### config.mk
export PLATFORM = sky130hd
export DESIGN_NAME = dws_controller_flat
export DESIGN_NICKNAME = d
export VERILOG_FILES = /design/src/rtl/dws_pkg.sv /design/src/rtl/dws_if.sv /design/src/rtl/dws_controller.sv /design/src/flat_wrapper.sv
export VERILOG_INCLUDE_DIRS = /design/src /design/src/rtl
export SDC_FILE = /design/constraint.sdc
export NUM_CORES = 1
export LEC_CHECK = 0
export BUFFER_PORTS_ARGS = -buffer_cell sky130_fd_sc_hd__buf_2
export CORE_MARGIN = 4
export CORE_UTILIZATION = 50
export DETAILED_ROUTE_END_ITERATION = 7
export PLACE_DENSITY = 0.78
export SKIP_CTS_REPAIR_TIMING = 1
export SYNTH_ARGS = -nofsm -noshare
export SYNTH_HDL_FRONTEND = slang
export SYNTH_SLANG_ARGS = --single-unit
### constraint.sdc
create_clock -name sys_clk -period 3.19 [get_ports sys_clk]
set_input_delay 0.1595 -clock sys_clk [delete_from_list [all_inputs] [get_ports sys_clk]]
set_output_delay 0.1595 -clock sys_clk [all_outputs]
set_load 0.1 [all_outputs]
### src/rtl/dws_regs.svh
// What this block does
// - eight beats: mode 00, or 01 with chop bit high
// - mode 10 forces four-beat chop always
// - mode 01: per-command bit, low means chop
// - read waits write_to_read_delay after last beat
// - precharge waits write_recovery_time after last beat
// - chopped-on-fly timing starts after all eight beats
// - refresh decode: cs, ras, cas low, we high
// - banks precharged precharge_period before refresh
// - refresh rows from internal counter, address ignored
// - refresh leaves all banks precharged idle
// - only nop or unselect during refresh_cycle_time
// - refreshes average one per average_refresh_interval
// - at most eight refreshes postponed
// - at most eight pulled in
// - at most sixteen refreshes per two intervals
// - self-refresh entry with at most eight owed
// - owed count frozen during self-refresh
// - chop bit never part of column address
`ifndef DWS_REGS_SVH
`define DWS_REGS_SVH
`define DWS_MODE_FIXED8 2'h0
`define DWS_MODE_OTF 2'h1
`define DWS_MODE_FIXED4 2'h2
`define DWS_CLK_NS 20
`define DWS_WTR_NS 8
`define DWS_WR_NS 15
`define DWS_RP_NS 14
`define DWS_RFC_NS 260
`define DWS_REFI_NS 7800
`define DWS_WTR_CYC ((`DWS_WTR_NS + `DWS_CLK_NS - 1) / `DWS_CLK_NS)
`define DWS_WR_CYC ((`DWS_WR_NS + `DWS_CLK_NS - 1) / `DWS_CLK_NS)
`define DWS_RP_CYC ((`DWS_RP_NS + `DWS_CLK_NS - 1) / `DWS_CLK_NS)
`define DWS_RFC_CYC ((`DWS_RFC_NS + `DWS_CLK_NS - 1) / `DWS_CLK_NS)
`define DWS_REFI_CYC (`DWS_REFI_NS / `DWS_CLK_NS)
`define DWS_DEBT_MAX 8
`define DWS_WL 5
`define DWS_BEATS8 8
`define DWS_BEATS4 4
`endif

### src/rtl/dws_pkg.sv
package dws_pkg;
    typedef enum logic [2:0]
    {
        DWS_CMD_NOP = 3'h0,
        DWS_CMD_WRITE = 3'h1,
        DWS_CMD_READ = 3'h2,
        DWS_CMD_PRE = 3'h3,
        DWS_CMD_REF = 3'h4,
        DWS_CMD_SRE = 3'h5,
        DWS_CMD_SRX = 3'h6
    } dws_cmd_t;
    typedef logic [15:0] dws_word_t;
endpackage

### src/rtl/dws_if.sv
`timescale 1ns/100ps
`default_nettype none
interface dws_if;
    logic cs_n;
    logic ras_n;
    logic cas_n;
    logic we_n;
    logic [14:0] addr;
    logic [15:0] wdata;
    logic wvalid;
    logic wready;
    logic busy;
    modport dev
    (
        input cs_n, ras_n, cas_n, we_n, addr, wdata, wvalid,
        output wready, busy
    );
    modport ctl
    (
        output cs_n, ras_n, cas_n, we_n, addr, wdata, wvalid,
        input wready, busy
    );
endinterface
`default_nettype wire

### src/rtl/dws_controller.sv
`timescale 1ns/100ps
`default_nettype none
`include "dws_regs.svh"
module dws_controller
(
    // clock and reset
    input wire logic sys_clk,
    input wire logic nrst,
    // link
    dws_if.ctl link,
    // user side
    input wire logic [1:0] mode_register_zero,
    input wire logic write_req,
    input wire logic chop_sel,
    input wire logic [9:0] column,
    input wire logic [15:0] wr_data,
    input wire logic self_refresh,
    output logic write_ack,
    output logic ref_issued,
    output logic read_ok,
    output logic pre_ok,
    output logic signed [4:0] debt
);
    import dws_pkg::*;
    // ============================================================
    // state and counters
    typedef enum logic [1:0]
    {
        DWS_IDLE = 2'h0,
        DWS_LAT = 2'h1,
        DWS_DATA = 2'h2,
        DWS_RFC = 2'h3
    } dws_st_t;
    dws_st_t st;
    logic [12:0] cnt;
    logic [12:0] refi;
    logic [3:0] beats;
    logic [4:0] wtr;
    logic [4:0] wr;
    logic [4:0] rp;
    logic want_ref;
    logic owed;
    logic rp_done;
    logic link_free;
    logic in_burst;
    logic issue_ref;
    logic ref_room;
    logic [9:0] ref_age [0:15];
    function automatic logic [9:0] age_up(input logic [9:0] a);
        age_up = (a < 10'(2 * `DWS_REFI_CYC)) ? a + 10'h001 : a;
    endfunction
    // ============================================================
    // handshake outputs
    assign owed = (debt > 5'sd0) && !self_refresh;
    assign rp_done = (rp == 5'h00);
    assign link_free = !link.busy;
    // the sixteenth newest refresh must have left the window
    assign ref_room = (ref_age[15] >= 10'(2 * `DWS_REFI_CYC));
    assign want_ref = owed && rp_done && link_free && ref_room;
    assign issue_ref = (st == DWS_IDLE) && want_ref;
    assign write_ack = (st == DWS_IDLE) && write_req && !want_ref &&
        link_free;
    // no read or precharge from the command to the end of the burst
    assign in_burst = (st == DWS_LAT) || (st == DWS_DATA);
    assign read_ok = (wtr == 5'h00) && !in_burst;
    assign pre_ok = (wr == 5'h00) && !in_burst;
    // ============================================================
    // command sequencer
    always_ff @(posedge sys_clk or negedge nrst)
    begin
        if (!nrst)
        begin
            st <= DWS_IDLE;
            cnt <= 13'h0000;
            beats <= 4'h0;
            link.cs_n <= 1'b1;
            link.ras_n <= 1'b1;
            link.cas_n <= 1'b1;
            link.we_n <= 1'b1;
            link.addr <= 15'h0000;
            link.wvalid <= 1'b0;
            link.wdata <= 16'h0000;
            ref_issued <= 1'b0;
            wtr <= 5'h00;
            wr <= 5'h00;
            rp <= 5'(`DWS_RP_CYC);
        end
        else
        begin
            link.cs_n <= 1'b1;
            link.ras_n <= 1'b1;
            link.cas_n <= 1'b1;
            link.we_n <= 1'b1;
            ref_issued <= 1'b0;
            if (wtr != 5'h00)
                wtr <= wtr - 5'h01;
            if (wr != 5'h00)
                wr <= wr - 5'h01;
            if (rp != 5'h00)
                rp <= rp - 5'h01;
            case (st)
                DWS_IDLE:
                begin
                    if (want_ref)
                    begin
                        link.cs_n <= 1'b0;
                        link.ras_n <= 1'b0;
                        link.cas_n <= 1'b0;
                        ref_issued <= 1'b1;
                        cnt <= 13'(`DWS_RFC_CYC);
                        st <= DWS_RFC;
                    end
                    else if (write_req && link_free)
                    begin
                        link.cs_n <= 1'b0;
                        link.cas_n <= 1'b0;
                        link.we_n <= 1'b0;
                        link.addr <= {2'h0, chop_sel, 2'h0, column};
                        // chopped ON_THE_FLY_SELECT still counts eight beats
                        beats <= (mode_register_zero == `DWS_MODE_FIXED4) ?
                            4'(`DWS_BEATS4) : 4'(`DWS_BEATS8);
                        // command and load edges use two latency cycles
                        cnt <= 13'(`DWS_WL - 2);
                        st <= DWS_LAT;
                    end
                end
                DWS_LAT:
                begin
                    if (cnt == 13'h0000)
                        st <= DWS_DATA;
                    else
                        cnt <= cnt - 13'h0001;
                end
                DWS_DATA:
                begin
                    // a stalled beat stays up until taken
                    if (!link.wvalid || link.wready)
                    begin
                        if (beats == 4'h0)
                        begin
                            link.wvalid <= 1'b0;
                            wtr <= 5'(`DWS_WTR_CYC);
                            wr <= 5'(`DWS_WR_CYC);
                            rp <= 5'(`DWS_RP_CYC);
                            st <= DWS_IDLE;
                        end
                        else
                        begin
                            link.wvalid <= 1'b1;
                            link.wdata <= wr_data;
                            beats <= beats - 4'h1;
                        end
                    end
                end
                DWS_RFC:
                begin
                    if (cnt == 13'h0000)
                        st <= DWS_IDLE;
                    else
                        cnt <= cnt - 13'h0001;
                end
                default:
                    st <= DWS_IDLE;
            endcase
        end
    end
    // ============================================================
    // refresh debt tracking
    always_ff @(posedge sys_clk or negedge nrst)
    begin
        if (!nrst)
        begin
            refi <= 13'h0000;
            debt <= 5'sd0;
        end
        else if (!self_refresh)
        begin
            refi <= (refi == 13'(`DWS_REFI_CYC - 1)) ? 13'h0000 :
                refi + 13'h0001;
            // debt saturates at eight either way
            if (refi == 13'(`DWS_REFI_CYC - 1) && !ref_issued &&
                debt < 5'sd8)
                debt <= debt + 5'sd1;
            else if (ref_issued && refi != 13'(`DWS_REFI_CYC - 1) &&
                debt > -5'sd8)
                debt <= debt - 5'sd1;
        end
    end
    // ============================================================
    // refresh limiter: ages of the last sixteen refreshes
    always_ff @(posedge sys_clk or negedge nrst)
    begin
        if (!nrst)
        begin
            for (int i = 0; i < 16; i++)
                ref_age[i] <= 10'(2 * `DWS_REFI_CYC);
        end
        else
        begin
            // newest refresh enters slot 0, older ones move down
            ref_age[0] <= issue_ref ? 10'h000 : age_up(ref_age[0]);
            for (int i = 1; i < 16; i++)
                ref_age[i] <= issue_ref ? age_up(ref_age[i - 1]) :
                    age_up(ref_age[i]);
        end
    end
endmodule
`default_nettype wire

### src/flat_wrapper.sv
// flat-port wrapper written by rule: the top's interface ports become plain ports
module dws_controller_flat import dws_pkg::*;
  (sys_clk, nrst, mode_register_zero, write_req, chop_sel, column, wr_data, self_refresh, write_ack, ref_issued, read_ok, pre_ok, debt, link_cs_n, link_ras_n, link_cas_n, link_we_n, link_addr, link_wdata, link_wvalid, link_wready, link_busy);
  dws_if link_i ();
  input wire logic sys_clk;
  input wire logic nrst;
  input wire logic [1:0] mode_register_zero;
  input wire logic write_req;
  input wire logic chop_sel;
  input wire logic [9:0] column;
  input wire logic [15:0] wr_data;
  input wire logic self_refresh;
  output logic write_ack;
  output logic ref_issued;
  output logic read_ok;
  output logic pre_ok;
  output logic signed [4:0] debt;
  output wire logic [$bits(link_i.cs_n)-1:0] link_cs_n;
  output wire logic [$bits(link_i.ras_n)-1:0] link_ras_n;
  output wire logic [$bits(link_i.cas_n)-1:0] link_cas_n;
  output wire logic [$bits(link_i.we_n)-1:0] link_we_n;
  output wire logic [$bits(link_i.addr)-1:0] link_addr;
  output wire logic [$bits(link_i.wdata)-1:0] link_wdata;
  output wire logic [$bits(link_i.wvalid)-1:0] link_wvalid;
  input wire logic [$bits(link_i.wready)-1:0] link_wready;
  input wire logic [$bits(link_i.busy)-1:0] link_busy;
  assign link_cs_n = link_i.cs_n;
  assign link_ras_n = link_i.ras_n;
  assign link_cas_n = link_i.cas_n;
  assign link_we_n = link_i.we_n;
  assign link_addr = link_i.addr;
  assign link_wdata = link_i.wdata;
  assign link_wvalid = link_i.wvalid;
  assign link_i.wready = link_wready;
  assign link_i.busy = link_busy;
  dws_controller u_core (.sys_clk(sys_clk), .nrst(nrst), .link(link_i), .mode_register_zero(mode_register_zero), .write_req(write_req), .chop_sel(chop_sel), .column(column), .wr_data(wr_data), .self_refresh(self_refresh), .write_ack(write_ack), .ref_issued(ref_issued), .read_ok(read_ok), .pre_ok(pre_ok), .debt(debt));
endmodule
; Yosys cells after proc, flatten, opt, wreduce, memory -nomap -nowiden
; Cells that the tools add are included.
; W data, S select, Z words.
[classes]
div = 0
n_lt_le_gt_ge = 20
bitwise = 3
mux = 74
n_eq_ne = 15
n_reduce_logical = 44
shifts = 0
addsub = 24
n_mul = 0
[ops]
columns = cell, count
row1 = $mux W10, 32
row2 = $add A10 B1 Y10 const B, 16
row3 = $lt A10 B10 Y1 const B, 16
row4 = $mux W5, 14
row5 = $mux W13, 4
row6 = $pmux W13 S2, 1
row7 = $mux W4, 5
row8 = $logic_and A1 B1 Y1, 15
row9 = $logic_not A5 Y1, 3
row10 = $reduce_bool A5 Y1, 3
row11 = $sub A5 B1 Y5 const B, 3
row12 = $ne A2 B2 Y1 const B, 7
row13 = $add A13 B1 Y13 const B, 1
row14 = $eq A13 B9 Y1 const B, 1
row15 = $logic_not A13 Y1, 1
row16 = $ne A13 B9 Y1 const B, 1
row17 = $sub A13 B1 Y13 const B, 1
row18 = $mux W2, 6
row19 = $ge A10 B10 Y1 const B, 1
row20 = $mux W1, 10
row21 = $reduce_and A5 Y1, 2
row22 = $reduce_and A3 Y1, 3
row23 = $pmux W2 S4, 1
row24 = $pmux W4 S2, 1
row25 = 18 further kinds, 32
[totals]
memories = 0
register_bits = 244
inputBits = 35
rom_bits = 0
mem_bits_rw = 0
word_cells = 211
latch_bits = 0

; Depth between registers and ports, before layout
[depth]
ltp_word = 8
depth_mapped = 12
depth_no_buf = 12

; Worst setup path before layout
; Ideal clock, no wire load.
[synth_timing]
kind = register to register
startpoint = register u_core.debt[0]
endpoint = register u_core.link.addr[12]
arrival_ns = 2.890
path_stages_with_launch = 7
synth_period_minus_slack_ns = 3.015
required_time_ns = 3.065
slack_ns = 0.175
setup_time_ns = 0.125
path_cell_list = dfrtp_1 or4_1 nand3_1 o21ai_1 nor2_1 buf_2 mux2_2
[synth_between]
elab_chain_cells = 7
[synth_lines]
columns = item, line
row1 = start: declaration, dws_controller.sv:22  ; output logic signed [4:0] debt
row2 = start signal: assignment, dws_controller.sv:183  ; debt <= debt + 5'sd1;
row3 = start signal: assignment, dws_controller.sv:186  ; debt <= debt - 5'sd1;
row4 = $gt A5 B1 Y1, dws_controller.sv:54  ; assign owed = (debt > 5'sd0) && !self_refresh;
row5 = $logic_and A1 B1 Y1, dws_controller.sv:54
row6 = $logic_and A1 B1 Y1 (3 in series), dws_controller.sv:59  ; assign want_ref = owed && rp_done && link_free && ref_room;
row7 = $not A1 Y1 (no source line), n/a
row8 = $reduce_and A3 Y1 (no source line), n/a
row9 = end signal: assignment, dws_controller.sv:118  ; link.addr <= {2'h0, chop_sel, 2'h0, column};
row10 = end: declaration, dws_if.sv:20  ; output cs_n, ras_n, cas_n, we_n, addr, wdata, wvalid,
; Every way passes these cells.
; A chain may end at the register's enable or synchronous reset.

; Worst setup path in the final report
[layout_timing]
startpoint = register u_core.debt[0]
endpoint = output write_ack
[layout_between]
elab_chain_cells = 8
[layout_lines]
columns = item, line
row1 = $gt A5 B1 Y1, dws_controller.sv:54
row2 = $logic_and A1 B1 Y1, dws_controller.sv:54
row3 = $logic_and A1 B1 Y1 (3 in series), dws_controller.sv:59
row4 = $logic_not A1 Y1, dws_controller.sv:61  ; assign write_ack = (st == DWS_IDLE) && write_req && !want_ref &&
row5 = $logic_and A1 B1 Y1 (2 in series), dws_controller.sv:61
row6 = end: declaration, flat_wrapper.sv:13  ; output logic write_ack;
; Every way passes these cells.

==> results.cfg <==
[global_routing]
globalRoute.totalOverflow = 0
number_of_antenna_violations_at_the_first_check_in_global_routing = 0
groute.usage.overall = 0.202
grt_start_max_net_pins = 92
grt_first_pass_wirelength_mm = 50.2
number_of_global_route_vias_before_repair = 10500

[job]
max_cap_violations = 0

[floorplan]
initial_core_util = 0.509
design.die.area_um2 = 29200
core_area_um2 = 26100
ioPinCount = 80
floorplan.rows = 59
die_height_um = 171
chipWidth_um = 171

[critical_path]
critPathKind = register to output pin
worstSetupEndpointType = output pin
critPathRequiredTime_ns = 3.03
timing.critical_path.buf_inv = 1
critPathLaunchType = register
slowest_library_cell_on_the_worst_path = or4_1
worst_path_dominant_cell_family = simple AND/OR/NAND/NOR gates
path_max_fanout = 13
critPathArrivalTime_ns = 2.91
critical_path.cell_chain = or4_1 -> nand3_1 -> o21ai_1 -> nor2_2 -> buf_12
critPathMaxStageDelay_ns = 0.64

[power_and_ir_drop]
power.total_mw = 17.7
total_leakage_power_nw = 6.64
power.density_cell_area_nw_per_um2 = 1160
irDropWorstVdd_v = 0.00112

[layout]
layout_fillers = 2099
finish.utilization = 0.586
final_net_count = 1577
multiInputGateArea_um2 = 6750
register_area_um2 = 6190
post_route_cells_drive_above_1_share = 0.177
insertedDiodeCount = 0
area.growth.synth_to_final_pct = 15.1

[route]
post-route-drc-count = 0
routed_wirelength_mm = 30.2
vias_per_cell = 5.76
route.antenna.remaining_nets = 0
dr.pass1.iters = 5
dr_total_vias = 10700
drt-initial-drc-count = 694
detail_route.wl_per_cell_um = 16.2

[logic_synthesis]
ys_types = 70
syn_inst = 1402
post_synth_most_frequent_cells = nor2_1, dfrtp_1, nand2_1
syn_area_um2 = 13300
synth_edf_count = 0
postSynthRegisterBits = 244
portion_of_the_post_synthesis_area_used_by_sequential_elements = 0.466
yosysMostFrequentCell = nor2_1
synthTopCellsByArea = dfrtp_1, dfstp_2, xnor2_1
synth.yosys.warnings = 0
postSynth.asyncResetShare = 1.00
synthDominantCellAreaShare = 0.332
synth_top_cell_by_area = dfrtp_1
yosys_most_used_dff = dfrtp_1
synth_area_per_cell_um2 = 9.47

[sta]
finalHoldViolations = 0
worst-slew-pin-transition_ns = 0.914
report.final.slew_viol_count = 0
max_freq_mhz = 326
hold_slack_ns = 0.0668
fin_crit_sh = 0.962
rsz_0062_raised_after_global_routing = no
setup_viol_count_final = 0
slew-limit-headroom = 0.390
tmin_final_ns = 3.07
fin_worst_skew_ns = 0.0133

[cts]
cts_root_buffer = clkbuf_16
cts_clk_pin_slew_worst_paths_ns = 0.07
clock_sink_count = 244
maximum_level_of_the_cts_h_tree = 1
insertion_delay_ns = 0.53
cts_buffer_depth = 3
cts_tree = yes
tritoncts.num_buffers = 26

[placed_design]
gp_routability_congestion = 0.884
detailed_place_hpwl_mm = 20.0
placement.io_buffers = 75

[worst_hold_path]
min-delay-path-class = primary input to register

[run_status]
run_status = finished, final reports clean
## worst register-to-register path, delay by kind of cell, from the launching register on
family / cells / cell delay (ns)
simple gates: 4 / 0.95
compound gates: 3 / 0.65
fa+ha+maj: 2 / 0.43
flops: 1 / 0.41
buf+inv: 2 / 0.21
xor+xnor: 1 / 0.14
## cell usage in the layout, fill, tap and decap left out, types with 7 or more instances in the layout
cell / synthesis / final
xor2_1: 24 / 24
nor3_1: 73 / 72
buf_2: 11 / 73
dlygate4sd3_1: 0 / 30
clkinv_2: 0 / 7
a21oi_1: 96 / 96
dfstp_2: 68 / 68
dfrtp_1: 176 / 176
and3_1: 15 / 15
nor4b_1: 15 / 15
inv_1: 36 / 36
nand2_1: 159 / 159
buf_4: 5 / 16
mux2i_1: 39 / 39
a31oi_1: 10 / 10
o21ai_0: 27 / 27
clkbuf_16: 0 / 27
nor2b_1: 13 / 13
nor4_1: 26 / 26
o22a_1: 8 / 8
o31ai_1: 13 / 13
or3_1: 10 / 8
xnor2_1: 96 / 96
nand3_1: 33 / 33
ha_1: 33 / 33
nor2_1: 198 / 197
mux2_2: 44 / 44
o21a_1: 8 / 8
nand4_1: 30 / 30
## power breakdown
| group | total, mW | internal, mW | switching [mW] | leakage [nW] |
|---|---|---|---|---|
| Combinational | 8.18 | 2.88 | 5.29 | 3.38 |
| Sequential | 6.30 | 4.84 | 1.47 | 2.82 |
| Clock | 3.20 | 1.94 | 1.26 | 0.447 |
| Total | 17.7 | 9.66 | 8.02 | 6.64 |
## path summary, 6_finish.rpt
| path | from | end | slack, ns | cells after the start |
|---|---|---|---|---|
| max | u_core.debt[0]$_DFFE_PN0P_ | write_ack | 0.12 | 5 |
| max in group asynchronous | nrst | u_core.ref_age[133]$_DFF_PN1_ | 1.96 | 3 |
| min in group asynchronous | nrst | u_core.cnt[2]$_DFFE_PN0P_ | 0.21 | 2 |
| max reg2reg | u_core.refi[1]$_DFFE_PN0N_ | u_core.debt[4]$_DFFE_PN0P_ | 0.28 | 12 |
| min reg2reg | u_core.refi[12]$_DFFE_PN0N_ | u_core.refi[12]$_DFFE_PN0N_ | 0.49 | 1 |
| min | mode_register_zero[1] | u_core.beats[3]$_DFFE_PN0P_ | 0.07 | 4 |
## kinds of logic after synthesis
| logic type | synth area share |
|---|---|
| AND/OR/NAND/NOR | 0.222 |
| flip-flops | 0.466 |
| AO/OA/AOI/OAI | 0.101 |
| XOR/XNOR | 0.0792 |
| multiplexers | 0.0716 |
| buffers and inverters | 0.0271 |
| adder cells (fa/ha/maj) | 0.0326 |
| other | 0.000283 |
## layer usage
metal	wire length, um	track usage	vias up	share of wire
met3	1690	0.0240	48	0.056
met2	14500	0.343	289	0.48
met5	0	0	-	0
met1	13400	0.277	5252	0.44
li1	-	-	5149	-
met4	544	0.0503	0	0.018
## stage by stage
stage | worst slack [ns] | area, um^2 | cells | TNS [ns]
final | 0.122 | 15300 | 1863 | 0
after global routing | 0.00965 | 15300 | 1863 | 0
after CTS | -0.174 | 15000 | 1833 | -0.174
after detailed placement | 0.266 | 14000 | 1785 | 0
after global placement | 0.323 | 14000 | 1785 | 0
after floorplan | 0.175 | 13300 | 1405 | 0
## state kept, by name, indices dropped and copies added (netlist names)
| name | flops |
|---|---|
| u_core.st | 2 |
| u_core.refi | 13 |
| u_core.wtr | 5 |
| u_core.rp | 5 |
| u_core.debt | 5 |
| u_core.wr | 5 |
| u_core.link.ras_n | 1 |
| u_core.link.addr | 11 |
| u_core.link.wvalid | 1 |
| u_core.cnt | 13 |
| u_core.link.cs_n | 1 |
| u_core.ref_issued | 1 |
| u_core.ref_age | 160 |
| u_core.link.wdata | 16 |
| u_core.beats | 4 |
| u_core.link.we_n | 1 |
## area by class of cell
class,count,share of cell area
multi-input combinational,1076,0.442
sequential,244,0.405
timing repair buffer,123,0.0564
clock buffer,33,0.0477
tap,335,0.0274
clock inverter,15,0.0122
inverter,37,0.00909
(Power assumes the default switching activity.)
